[config.mk]
export PLATFORM = sky130hd
export DESIGN_NAME = mucd_irq
export DESIGN_NICKNAME = d
export VERILOG_FILES = /design/src/hw/mucd_pkg.sv /design/src/hw/mucd_irq.sv
export SDC_FILE = /design/constraint.sdc
export NUM_CORES = 1
export LEC_CHECK = 0
export BUFFER_PORTS_ARGS = -buffer_cell sky130_fd_sc_hd__buf_2
export CAP_MARGIN = 10
export CORE_ASPECT_RATIO = 1.1
export CORE_UTILIZATION = 40
export CTS_CLUSTER_DIAMETER = 120
export DETAILED_ROUTE_END_ITERATION = 10
export MAX_ROUTING_LAYER = met4
export PLACE_DENSITY = 0.66
export SETUP_SLACK_MARGIN = 0.05
export SYNTH_ARGS = -nofsm -noshare
export SYNTH_HDL_FRONTEND = slang
export SYNTH_SLANG_ARGS = --single-unit
[constraint.sdc]
create_clock -name sys_clk -period 2.25 [get_ports sys_clk]
set_input_delay 0.1125 -clock sys_clk [delete_from_list [all_inputs] [get_ports sys_clk]]
set_output_delay 0.1125 -clock sys_clk [all_outputs]
set_load 0.05 [all_outputs]
[src/hw/mucd_pkg.sv]
// constants shared by the command-done interrupt block
// Overview of operation
// - A slot's raw done bit sets when the command launched through that slot finishes.
// - Raw done bit 0 belongs to slot 0 and bit 1 to slot 1, in the two low bits.
// - Writing 1 to a raw done bit clears it; writing 0 leaves it alone.
// - A masked done bit reads 1 only while its raw bit and its enable bit are both 1.
// - Masked bit 0 belongs to slot 0 and masked bit 1 to slot 1.
// - Writing 1 to a masked bit clears that slot's indication; writing 0 does nothing.
// - Writing 1 to an enable-set bit enables the done interrupt of that slot.
// - A slot with enable 0 never interrupts, and the enable-set register reads back the enables.
// - Writing 0 to an enable-set bit leaves the stored enable unchanged.
// - Writing 1 to an enable-clear bit disables that slot; writing 0 does nothing.
// - A slot's launch bit clears itself when its access finishes, the same event that sets raw.
package mucd_pkg;
    localparam int SLOTS = 2;
    // register byte offsets
    localparam logic [31:0] OFF_RAW = 32'h0000_0000;
    localparam logic [31:0] OFF_MASKED = 32'h0000_0004;
    localparam logic [31:0] OFF_EN_SET = 32'h0000_0008;
    localparam logic [31:0] OFF_EN_CLR = 32'h0000_000c;
    localparam logic [31:0] OFF_SLOT0 = 32'h0000_0010;
    localparam logic [31:0] OFF_SLOT1 = 32'h0000_0014;
    // internal register select codes
    localparam logic [2:0] SEL_RAW = 3'h0;
    localparam logic [2:0] SEL_MASKED = 3'h1;
    localparam logic [2:0] SEL_EN_SET = 3'h2;
    localparam logic [2:0] SEL_EN_CLR = 3'h3;
    localparam logic [2:0] SEL_SLOT0 = 3'h4;
    localparam logic [2:0] SEL_SLOT1 = 3'h5;
    // field positions and reset values
    localparam int GO_BIT = 31;
    localparam logic [1:0] RAW_RST = 2'h0;
    localparam logic [1:0] EN_RST = 2'h0;
    localparam logic [31:0] SLOT_RST = 32'h0000_0000;
    // axi responses
    localparam logic [1:0] RESP_OKAY = 2'h0;
    localparam logic [1:0] RESP_SLVERR = 2'h2;
endpackage

[src/hw/mucd_irq.sv]
// command-done events, enables, launch slots and axi4-lite slave
//
// The AXI4-Lite interface to the registers and the register offsets were chosen for this implementation.
`timescale 1ns/100ps
module mucd_irq (
    // clock and reset
    input wire logic sys_clk,
    input wire logic srst,
    // axi4-lite write address
    input wire logic s_axi_awvalid,
    output logic s_axi_awready,
    input wire logic [31:0] s_axi_awaddr,
    input wire logic [2:0] s_axi_awprot,
    // axi4-lite write data
    input wire logic s_axi_wvalid,
    output logic s_axi_wready,
    input wire logic [31:0] s_axi_wdata,
    input wire logic [3:0] s_axi_wstrb,
    // axi4-lite write response
    output logic s_axi_bvalid,
    input wire logic s_axi_bready,
    output logic [1:0] s_axi_bresp,
    // axi4-lite read address
    input wire logic s_axi_arvalid,
    output logic s_axi_arready,
    input wire logic [31:0] s_axi_araddr,
    input wire logic [2:0] s_axi_arprot,
    // axi4-lite read data
    output logic s_axi_rvalid,
    input wire logic s_axi_rready,
    output logic [31:0] s_axi_rdata,
    output logic [1:0] s_axi_rresp,
    // access state machine side
    output logic [1:0] slotGo,
    output logic [30:0] slot0Cmd,
    output logic [30:0] slot1Cmd,
    input wire logic [1:0] slotDone,
    // interrupt toward the host
    output logic cmdDoneIrq
);

    typedef struct packed {
        logic awRdy;
        logic awHeld;
        logic [3:0] awSel;
        logic wRdy;
        logic wHeld;
        logic [31:0] wData;
        logic [3:0] wStrb;
        logic bValid;
        logic [1:0] bResp;
        logic arRdy;
        logic rValid;
        logic [1:0] rResp;
        logic [31:0] rData;
        logic [1:0] raw;
        logic [1:0] en;
        logic [1:0][31:0] slot;
        logic irq;
    } mucd_state_s;

    mucd_state_s st_q;
    mucd_state_s st_d;

    logic commit;
    logic wrOk;
    logic [2:0] wrSel;
    logic [1:0] lowBits;
    logic [1:0] doneHit;
    logic [1:0] rawClr;
    logic [1:0] enSet;
    logic [1:0] enClr;
    logic [1:0] slotWr;
    logic [1:0] maskedNow;
    logic arTake;
    logic [3:0] arSel;

    // address decode: {mapped, select}; the protection bits are not checked
    function automatic logic [3:0] decode(input logic [31:0] addr);
        logic [3:0] r;
        r = 4'h0;
        case (addr)
            mucd_pkg::OFF_RAW: r = {1'b1, mucd_pkg::SEL_RAW};
            mucd_pkg::OFF_MASKED: r = {1'b1, mucd_pkg::SEL_MASKED};
            mucd_pkg::OFF_EN_SET: r = {1'b1, mucd_pkg::SEL_EN_SET};
            mucd_pkg::OFF_EN_CLR: r = {1'b1, mucd_pkg::SEL_EN_CLR};
            mucd_pkg::OFF_SLOT0: r = {1'b1, mucd_pkg::SEL_SLOT0};
            mucd_pkg::OFF_SLOT1: r = {1'b1, mucd_pkg::SEL_SLOT1};
            default: r = 4'h0;
        endcase
        return r;
    endfunction

    // write side effects, computed once address and data are both held
    assign commit = st_q.awHeld && st_q.wHeld;
    assign wrOk = commit && st_q.awSel[3];
    assign wrSel = st_q.awSel[2:0];
    assign lowBits = st_q.wStrb[0] ? st_q.wData[1:0] : 2'h0;
    // a finish only counts for a slot that was really launched
    assign doneHit = slotDone & {st_q.slot[1][mucd_pkg::GO_BIT], st_q.slot[0][mucd_pkg::GO_BIT]};
    assign rawClr = (wrOk && (wrSel == mucd_pkg::SEL_RAW || wrSel == mucd_pkg::SEL_MASKED))
        ? lowBits : 2'h0;
    assign enSet = (wrOk && wrSel == mucd_pkg::SEL_EN_SET) ? lowBits : 2'h0;
    assign enClr = (wrOk && wrSel == mucd_pkg::SEL_EN_CLR) ? lowBits : 2'h0;
    assign maskedNow = st_q.raw & st_q.en;
    assign arTake = st_q.arRdy && s_axi_arvalid;
    assign arSel = decode(s_axi_araddr);

    // slot writes are locked out while that slot's launch is pending
    genvar gi;
    generate
        for (gi = 0; gi < mucd_pkg::SLOTS; gi++) begin : gSlot
            assign slotWr[gi] = wrOk && wrSel == (mucd_pkg::SEL_SLOT0 + 3'(gi))
                && !st_q.slot[gi][mucd_pkg::GO_BIT];
        end
    endgenerate

    // next state of everything
    always_comb begin
        st_d = st_q;
        // write address channel
        if (st_q.awRdy && s_axi_awvalid) begin
            st_d.awRdy = 1'b0;
            st_d.awHeld = 1'b1;
            st_d.awSel = decode(s_axi_awaddr);
        end
        // write data channel, independent of address order
        if (st_q.wRdy && s_axi_wvalid) begin
            st_d.wRdy = 1'b0;
            st_d.wHeld = 1'b1;
            st_d.wData = s_axi_wdata;
            st_d.wStrb = s_axi_wstrb;
        end
        // both halves present: act and answer
        if (commit) begin
            st_d.awHeld = 1'b0;
            st_d.wHeld = 1'b0;
            st_d.bValid = 1'b1;
            st_d.bResp = st_q.awSel[3] ? mucd_pkg::RESP_OKAY : mucd_pkg::RESP_SLVERR;
        end
        // readies come back only after the response is taken
        if (st_q.bValid && s_axi_bready) begin
            st_d.bValid = 1'b0;
            st_d.awRdy = 1'b1;
            st_d.wRdy = 1'b1;
        end
        // event bits: a finish in the clearing cycle survives
        st_d.raw = (st_q.raw & ~rawClr) | doneHit;
        st_d.en = (st_q.en | enSet) & ~enClr;
        // slot words merge by byte lane; launch bit is write-one-to-set
        for (int i = 0; i < mucd_pkg::SLOTS; i++) begin
            if (slotWr[i]) begin
                for (int b = 0; b < 3; b++) begin
                    if (st_q.wStrb[b]) begin
                        st_d.slot[i][b*8 +: 8] = st_q.wData[b*8 +: 8];
                    end
                end
                if (st_q.wStrb[3]) begin
                    st_d.slot[i][30:24] = st_q.wData[30:24];
                    st_d.slot[i][mucd_pkg::GO_BIT] = st_q.wData[mucd_pkg::GO_BIT];
                end
            end
            if (doneHit[i]) begin
                st_d.slot[i][mucd_pkg::GO_BIT] = 1'b0;
            end
        end
        // interrupt follows the next masked state, so it lines up with it
        st_d.irq = |(st_d.raw & st_d.en);
        // read channel answers one cycle after the address
        if (arTake) begin
            st_d.arRdy = 1'b0;
            st_d.rValid = 1'b1;
            st_d.rResp = arSel[3] ? mucd_pkg::RESP_OKAY : mucd_pkg::RESP_SLVERR;
            case (arSel)
                {1'b1, mucd_pkg::SEL_RAW}: st_d.rData = {30'h0, st_q.raw};
                {1'b1, mucd_pkg::SEL_MASKED}: st_d.rData = {30'h0, maskedNow};
                {1'b1, mucd_pkg::SEL_EN_SET}: st_d.rData = {30'h0, st_q.en};
                {1'b1, mucd_pkg::SEL_EN_CLR}: st_d.rData = {30'h0, st_q.en};
                {1'b1, mucd_pkg::SEL_SLOT0}: st_d.rData = st_q.slot[0];
                {1'b1, mucd_pkg::SEL_SLOT1}: st_d.rData = st_q.slot[1];
                default: st_d.rData = 32'h0;
            endcase
        end
        if (st_q.rValid && s_axi_rready) begin
            st_d.rValid = 1'b0;
            st_d.arRdy = 1'b1;
        end
    end

    // state register; readies sit high from reset on
    always_ff @(posedge sys_clk) begin
        if (srst) begin
            st_q <= '0;
            st_q.awRdy <= 1'b1;
            st_q.wRdy <= 1'b1;
            st_q.arRdy <= 1'b1;
            st_q.raw <= mucd_pkg::RAW_RST;
            st_q.en <= mucd_pkg::EN_RST;
            st_q.slot <= {mucd_pkg::SLOT_RST, mucd_pkg::SLOT_RST};
        end else begin
            st_q <= st_d;
        end
    end

    // outputs straight from the state register
    assign s_axi_awready = st_q.awRdy;
    assign s_axi_wready = st_q.wRdy;
    assign s_axi_bvalid = st_q.bValid;
    assign s_axi_bresp = st_q.bResp;
    assign s_axi_arready = st_q.arRdy;
    assign s_axi_rvalid = st_q.rValid;
    assign s_axi_rdata = st_q.rData;
    assign s_axi_rresp = st_q.rResp;
    assign slotGo = {st_q.slot[1][mucd_pkg::GO_BIT], st_q.slot[0][mucd_pkg::GO_BIT]};
    assign slot0Cmd = st_q.slot[0][30:0];
    assign slot1Cmd = st_q.slot[1][30:0];
    assign cmdDoneIrq = st_q.irq;
endmodule // mucd_irq

# Yosys cells after proc, flatten, opt, wreduce, memory -nomap -nowiden
# Index checks and enable logic that the tools add are counted.
# classes
add_sub_neg,0
n_mul,0
n_div,0
magnitude_cmp,0
eq_ne,21
shifts,0
mux,9
n_bitwise,9
n_reduce_logical,35
# op_table
cell,count
$pmux 32 s5,1
$eq 32x4->1 const B,4
$eq 32x5->1 const B,4
$eq 32x3->1 const B,2
$logic_not 32->1,2
$pmux 4 s6,2
$eq 4x4->1 const B,6
$reduce_and 2->1,8
$logic_and 1x1->1,14
$reduce_or 2->1,7
$mux 2,6
$and 2x2->2,5
$eq 3x2->1 const B,2
$eq 3x3->1 const B,2
$not 2->2,2
$or 2x2->2,2
$eq 3x1->1 const B,1
$logic_not 3->1,1
$logic_not 1->1,2
$logic_or 1x1->1,1
# totals
register_bits,152
latch_bits,0
mem_bits_rw,0
rom_bits,0
inputBits,115
wordCells,100
n_memories,0

# Longest topological paths before layout
# logic_depth
ltp_word,9
depth_mapped,6
ltp_nobuf,4

# Worst setup path after synthesis
# OpenSTA, ideal clock, no wires.
# synth_path
path_type,register to register
startpoint,reg st_q (netlist bit s_axi_arready)
endpoint,reg st_q (netlist bit s_axi_rdata[22])
setup_time_ns,0.069
arrival_ns,1.549
required_ns,2.181
path_slack_ns,0.632
stages_incl_launch_ff,6
cell_sequence,dfxtp_1 -> nand2_1 -> nor4b_2 -> nand4b_1 -> buf_2 -> o21ai_1
# synth_between
elab_chain_len,1
# synth_lines
element,line_no,text
start: declaration,mucd_irq.sv:62,mucd_state_s st_q;
start signal: assignment,mucd_irq.sv:201,st_q <= st_d;
$logic_and 1x1->1,mucd_irq.sv:106,assign arTake = st_q.arRdy && s_axi_arvalid;
# No other way between the ends.
# A chain may end at the register's enable or synchronous reset.

# Worst setup path after layout
# layout_path
startpoint,reg st_q (netlist bit s_axi_awready)
endpoint,reg st_q[147] (netlist bit)
# layout_between
elab_chain_len,1
# layout_lines
element,line_no,text
$logic_and 1x1->1,mucd_irq.sv:122,if (st_q.awRdy && s_axi_awvalid) begin
# No other way between the ends.

==> flow_metrics.tcl <==
set metrics [dict create \
    p_seq_share_pct 43.6 \
    post-synth-top-area-cell "dfxtp_1" \
    ys_types 48 \
    row_count 49 \
    power.leakage_nw 4.20 \
    fin_crit_ns 1.79 \
    worstMarginPinSlew_ns 0.864 \
    period_share_pct 79.5 \
    fmax_mhz 559 \
    synthTopCellsByArea "dfxtp_1 45%, mux2i_1 14%, buf_4 11%" \
    relSlewSlack_pct 42.3 \
    n_antenna_cell 0 \
    area_growth_pct 25.2 \
    synthArstFlopShare_pct 0 \
    hold_path_class "primary input to flop" \
    drc_errors 10 \
    io_pins 221 \
    rrSetupSlack_ns 0.46 \
    power.share.switching_pct 22.0 \
    clock-skew-final_ns 0.00892 \
    clk_pin_slew_ns 0.06 \
    finalSetupViolations 0 \
    cts_setup_buffers 0 \
    grt_max_degree 51 \
    min_path_cells 4 \
    grtUsageTotal_pct 19.1 \
    via_per_inst 4.73 \
    rsz0062_at_grt "no" \
    critPathCaptureType "flop" \
    finalHoldViolations 0 \
    reg2reg_depth 5 \
    critical_path_class "flop to flop" \
    yosysSeqAreaShare_pct 44.8 \
    finalNetCount 995 \
    crit_required_ns 2.61 \
    reg2reg_to "st_q[147]" \
    cp_top_family "simple AND/OR/NAND/NOR gates" \
    grt_pass1_vias 4985 \
    power_frac_comb_pct 7.0 \
    antenna_found_initial 0 \
    ant_nets 0 \
    io_buffers 212 \
    netlist.area_leader.share_pct 44.8 \
    path_cells "nand2_2 > nor4_4 > nand4_2 > o41ai_2 > dlygate4sd3_1" \
    postSynthCellCount 723 \
    wl_mm 15.8 \
    die_x_um 125 \
    nFillCells 1521 \
    p_int_mw 4.92 \
    drt_pass1_iterations 7 \
    worstSkewPairLatency_ns 0.42 \
    clockRootBuffer "clkbuf_16" \
    ys_ff_latch 150 \
    cts_buffers 17 \
    arrival_ns 2.15 \
    drv_slew 0 \
    die_area_um2 17300 \
    critPathLaunchType "flop" \
    cts_max_path_buffers 2 \
    grt_overflow 0 \
    vias 5184 \
    die_h_um 138 \
    avgSynthCellArea_um2 9.26 \
    hold_start "s_axi_araddr[7]" \
    post-route-util_pct 51.2 \
    status "finished with violations" \
    pwr-share-clk_pct 49.4 \
    synth-edff-count 0 \
    htreeDepth 4 \
    synth_warnings 0 \
    gp_congestion 0.737 \
    rr_startpoint "s_axi_awready" \
    path_max_fanout 6 \
    dp_hpwl_mm 10.7 \
    max_stage_delay_ns 0.58 \
    grt_pass1_wl_mm 25.0 \
    syn_area_um2 6700 \
    slowest_stage "dlygate4sd3_1" \
    coreArea_um2 16400 \
    power_density_nw_per_um2 753 \
    drive_gt1_share_pct 31.4 \
    path_buf_inv 1 \
    wl_per_cell_um 14.4 \
    drtIter0Drc 282 \
    p_sw_mw 1.39 \
    synthFlopType "dfxtp_1" \
    finalSetupTns_ns 0 \
    ir_drop_mv 0.473 \
    cts_tree "yes" \
    min_to "s_axi_rdata[1]" \
    max_cap_violations 0 \
    cts_num_sinks 150 \
    start_util_pct 40.9 \
    violations "DRC" \
]
## power by group through the flow
stage | registers, mW | logic, mW | clock network (mW)
6_report | 2.75 | 0.441 | 3.12
5_1_grt | 2.76 | 0.480 | 3.33
4_1_cts | 2.75 | 0.445 | 3.19
3_5_place_dp | 2.81 | 0.375 | 0
3_3_place_gp | 2.81 | 0.372 | 0
2_1_floorplan | 2.82 | 0.192 | 0
## worst max-delay path by stage
stage / from / end / slack, ns / depth (start not counted)
2_1_floorplan: s_axi_arready / s_axi_rdata[22] / 0.63 / 5
3_3_place_gp: st_q[148] / slot1Cmd[15] / 0.52 / 3
3_5_place_dp: st_q[148] / slot0Cmd[19] / 0.49 / 3
4_1_cts: s_axi_arready / s_axi_rresp[1] / 0.46 / 5
5_1_grt: s_axi_awready / st_q[147] / 0.34 / 5
6_report: s_axi_awready / st_q[147] / 0.46 / 5
## stage by stage
stage | setup WS (ns) | power, mW | cells | area (um^2) | hold slack (ns)
after floorplan | 0.632 | 3.01 | 724 | 6700 | 0.213
after global placement | 0.523 | 3.18 | 1015 | 7220 | 0.334
after detailed placement | 0.486 | 3.18 | 1015 | 7220 | 0.337
after CTS | 0.457 | 6.39 | 1097 | 8380 | 0.0245
after global routing | 0.336 | 6.57 | 1097 | 8380 | 0.0330
final | 0.462 | 6.31 | 1097 | 8380 | 0.0378
## repair_timing
| action | in CTS | in global routing |
|---|---|---|
| endpoints found under the hold margin | 48 | 0 |
| setup endpoints to repair | 0 | 0 |
| hold buffers | 50 | 0 |
| resized for setup | 0 | 0 |
## state kept, by name, summed over array words and instances (netlist names), 2 cells and up
name	cells
slotGo	2
s_axi_rdata	32
slot1Cmd	31
st_q	46
slot0Cmd	31
## kinds of logic after synthesis
kind of cell | share of synthesized area [%]
AO/OA/AOI/OAI | 8.18
buffers and inverters | 14.0
flip-flops | 44.8
multiplexers | 14.8
other | 0.0560
AND/OR/NAND/NOR | 18.1
## cell type report
class	instances	area (um^2)	share of cell area (%)
tap	204	255	3.04
sequential	150	3000	35.8
inverter	11	42.5	0.507
clock buffer	22	494	5.90
multi-input combinational	428	2770	33.1
timing repair buffer	272	1650	19.7
clock inverter	10	164	1.96
## Yosys cell counts (2+ instances only)
cell / number
buf_4: 100
nor4_4: 3
o32ai_1: 2
nand3_1: 2
nand2b_1: 4
mux2_1: 2
nor3b_1: 3
o32a_1: 2
o21ai_1: 33
nor2b_1: 4
o41ai_2: 2
dfxtp_1: 150
mux2i_1: 92
o31ai_1: 4
nor2_1: 71
a21oi_1: 44
inv_1: 10
nand2_1: 109
buf_2: 6
nand4b_1: 3
mux2_2: 4
nand4_4: 8
o21ai_0: 2
a22o_1: 2
nor4_1: 9
buf_1: 7
clkbuf_1: 20
nand3b_1: 5
## routing by layer
layer	track usage (%)	routed length (um)	vias up
met5	-	0	-
met4	6.84	195	0
met3	4.74	662	16
met2	32.9	7870	117
met1	21.7	7060	2384
li1	-	-	2667
## cells in the final DEF (no fill, tap or decap), types with 5 or more instances in the layout
master	count
buf_2	211
dfxtp_1	150
nand2_1	108
mux2i_1	92
nor2_1	71
dlygate4sd3_1	50
a21oi_1	43
o21ai_1	33
clkbuf_16	17
inv_1	10
buf_4	10
nor4_1	9
nand4_4	8
nand3b_1	5
clkbuf_8	5
## worst register-to-register path: cells and delay by family, from the launching register on
family | cells | cell delay (ns)
AND/OR/NAND/NOR | 3 | 0.59
AO/OA/AOI/OAI | 1 | 0.22
buffers and inverters | 1 | 0.58
flip-flops | 1 | 0.35
Note: power is estimated with default switching activity, not from simulation.
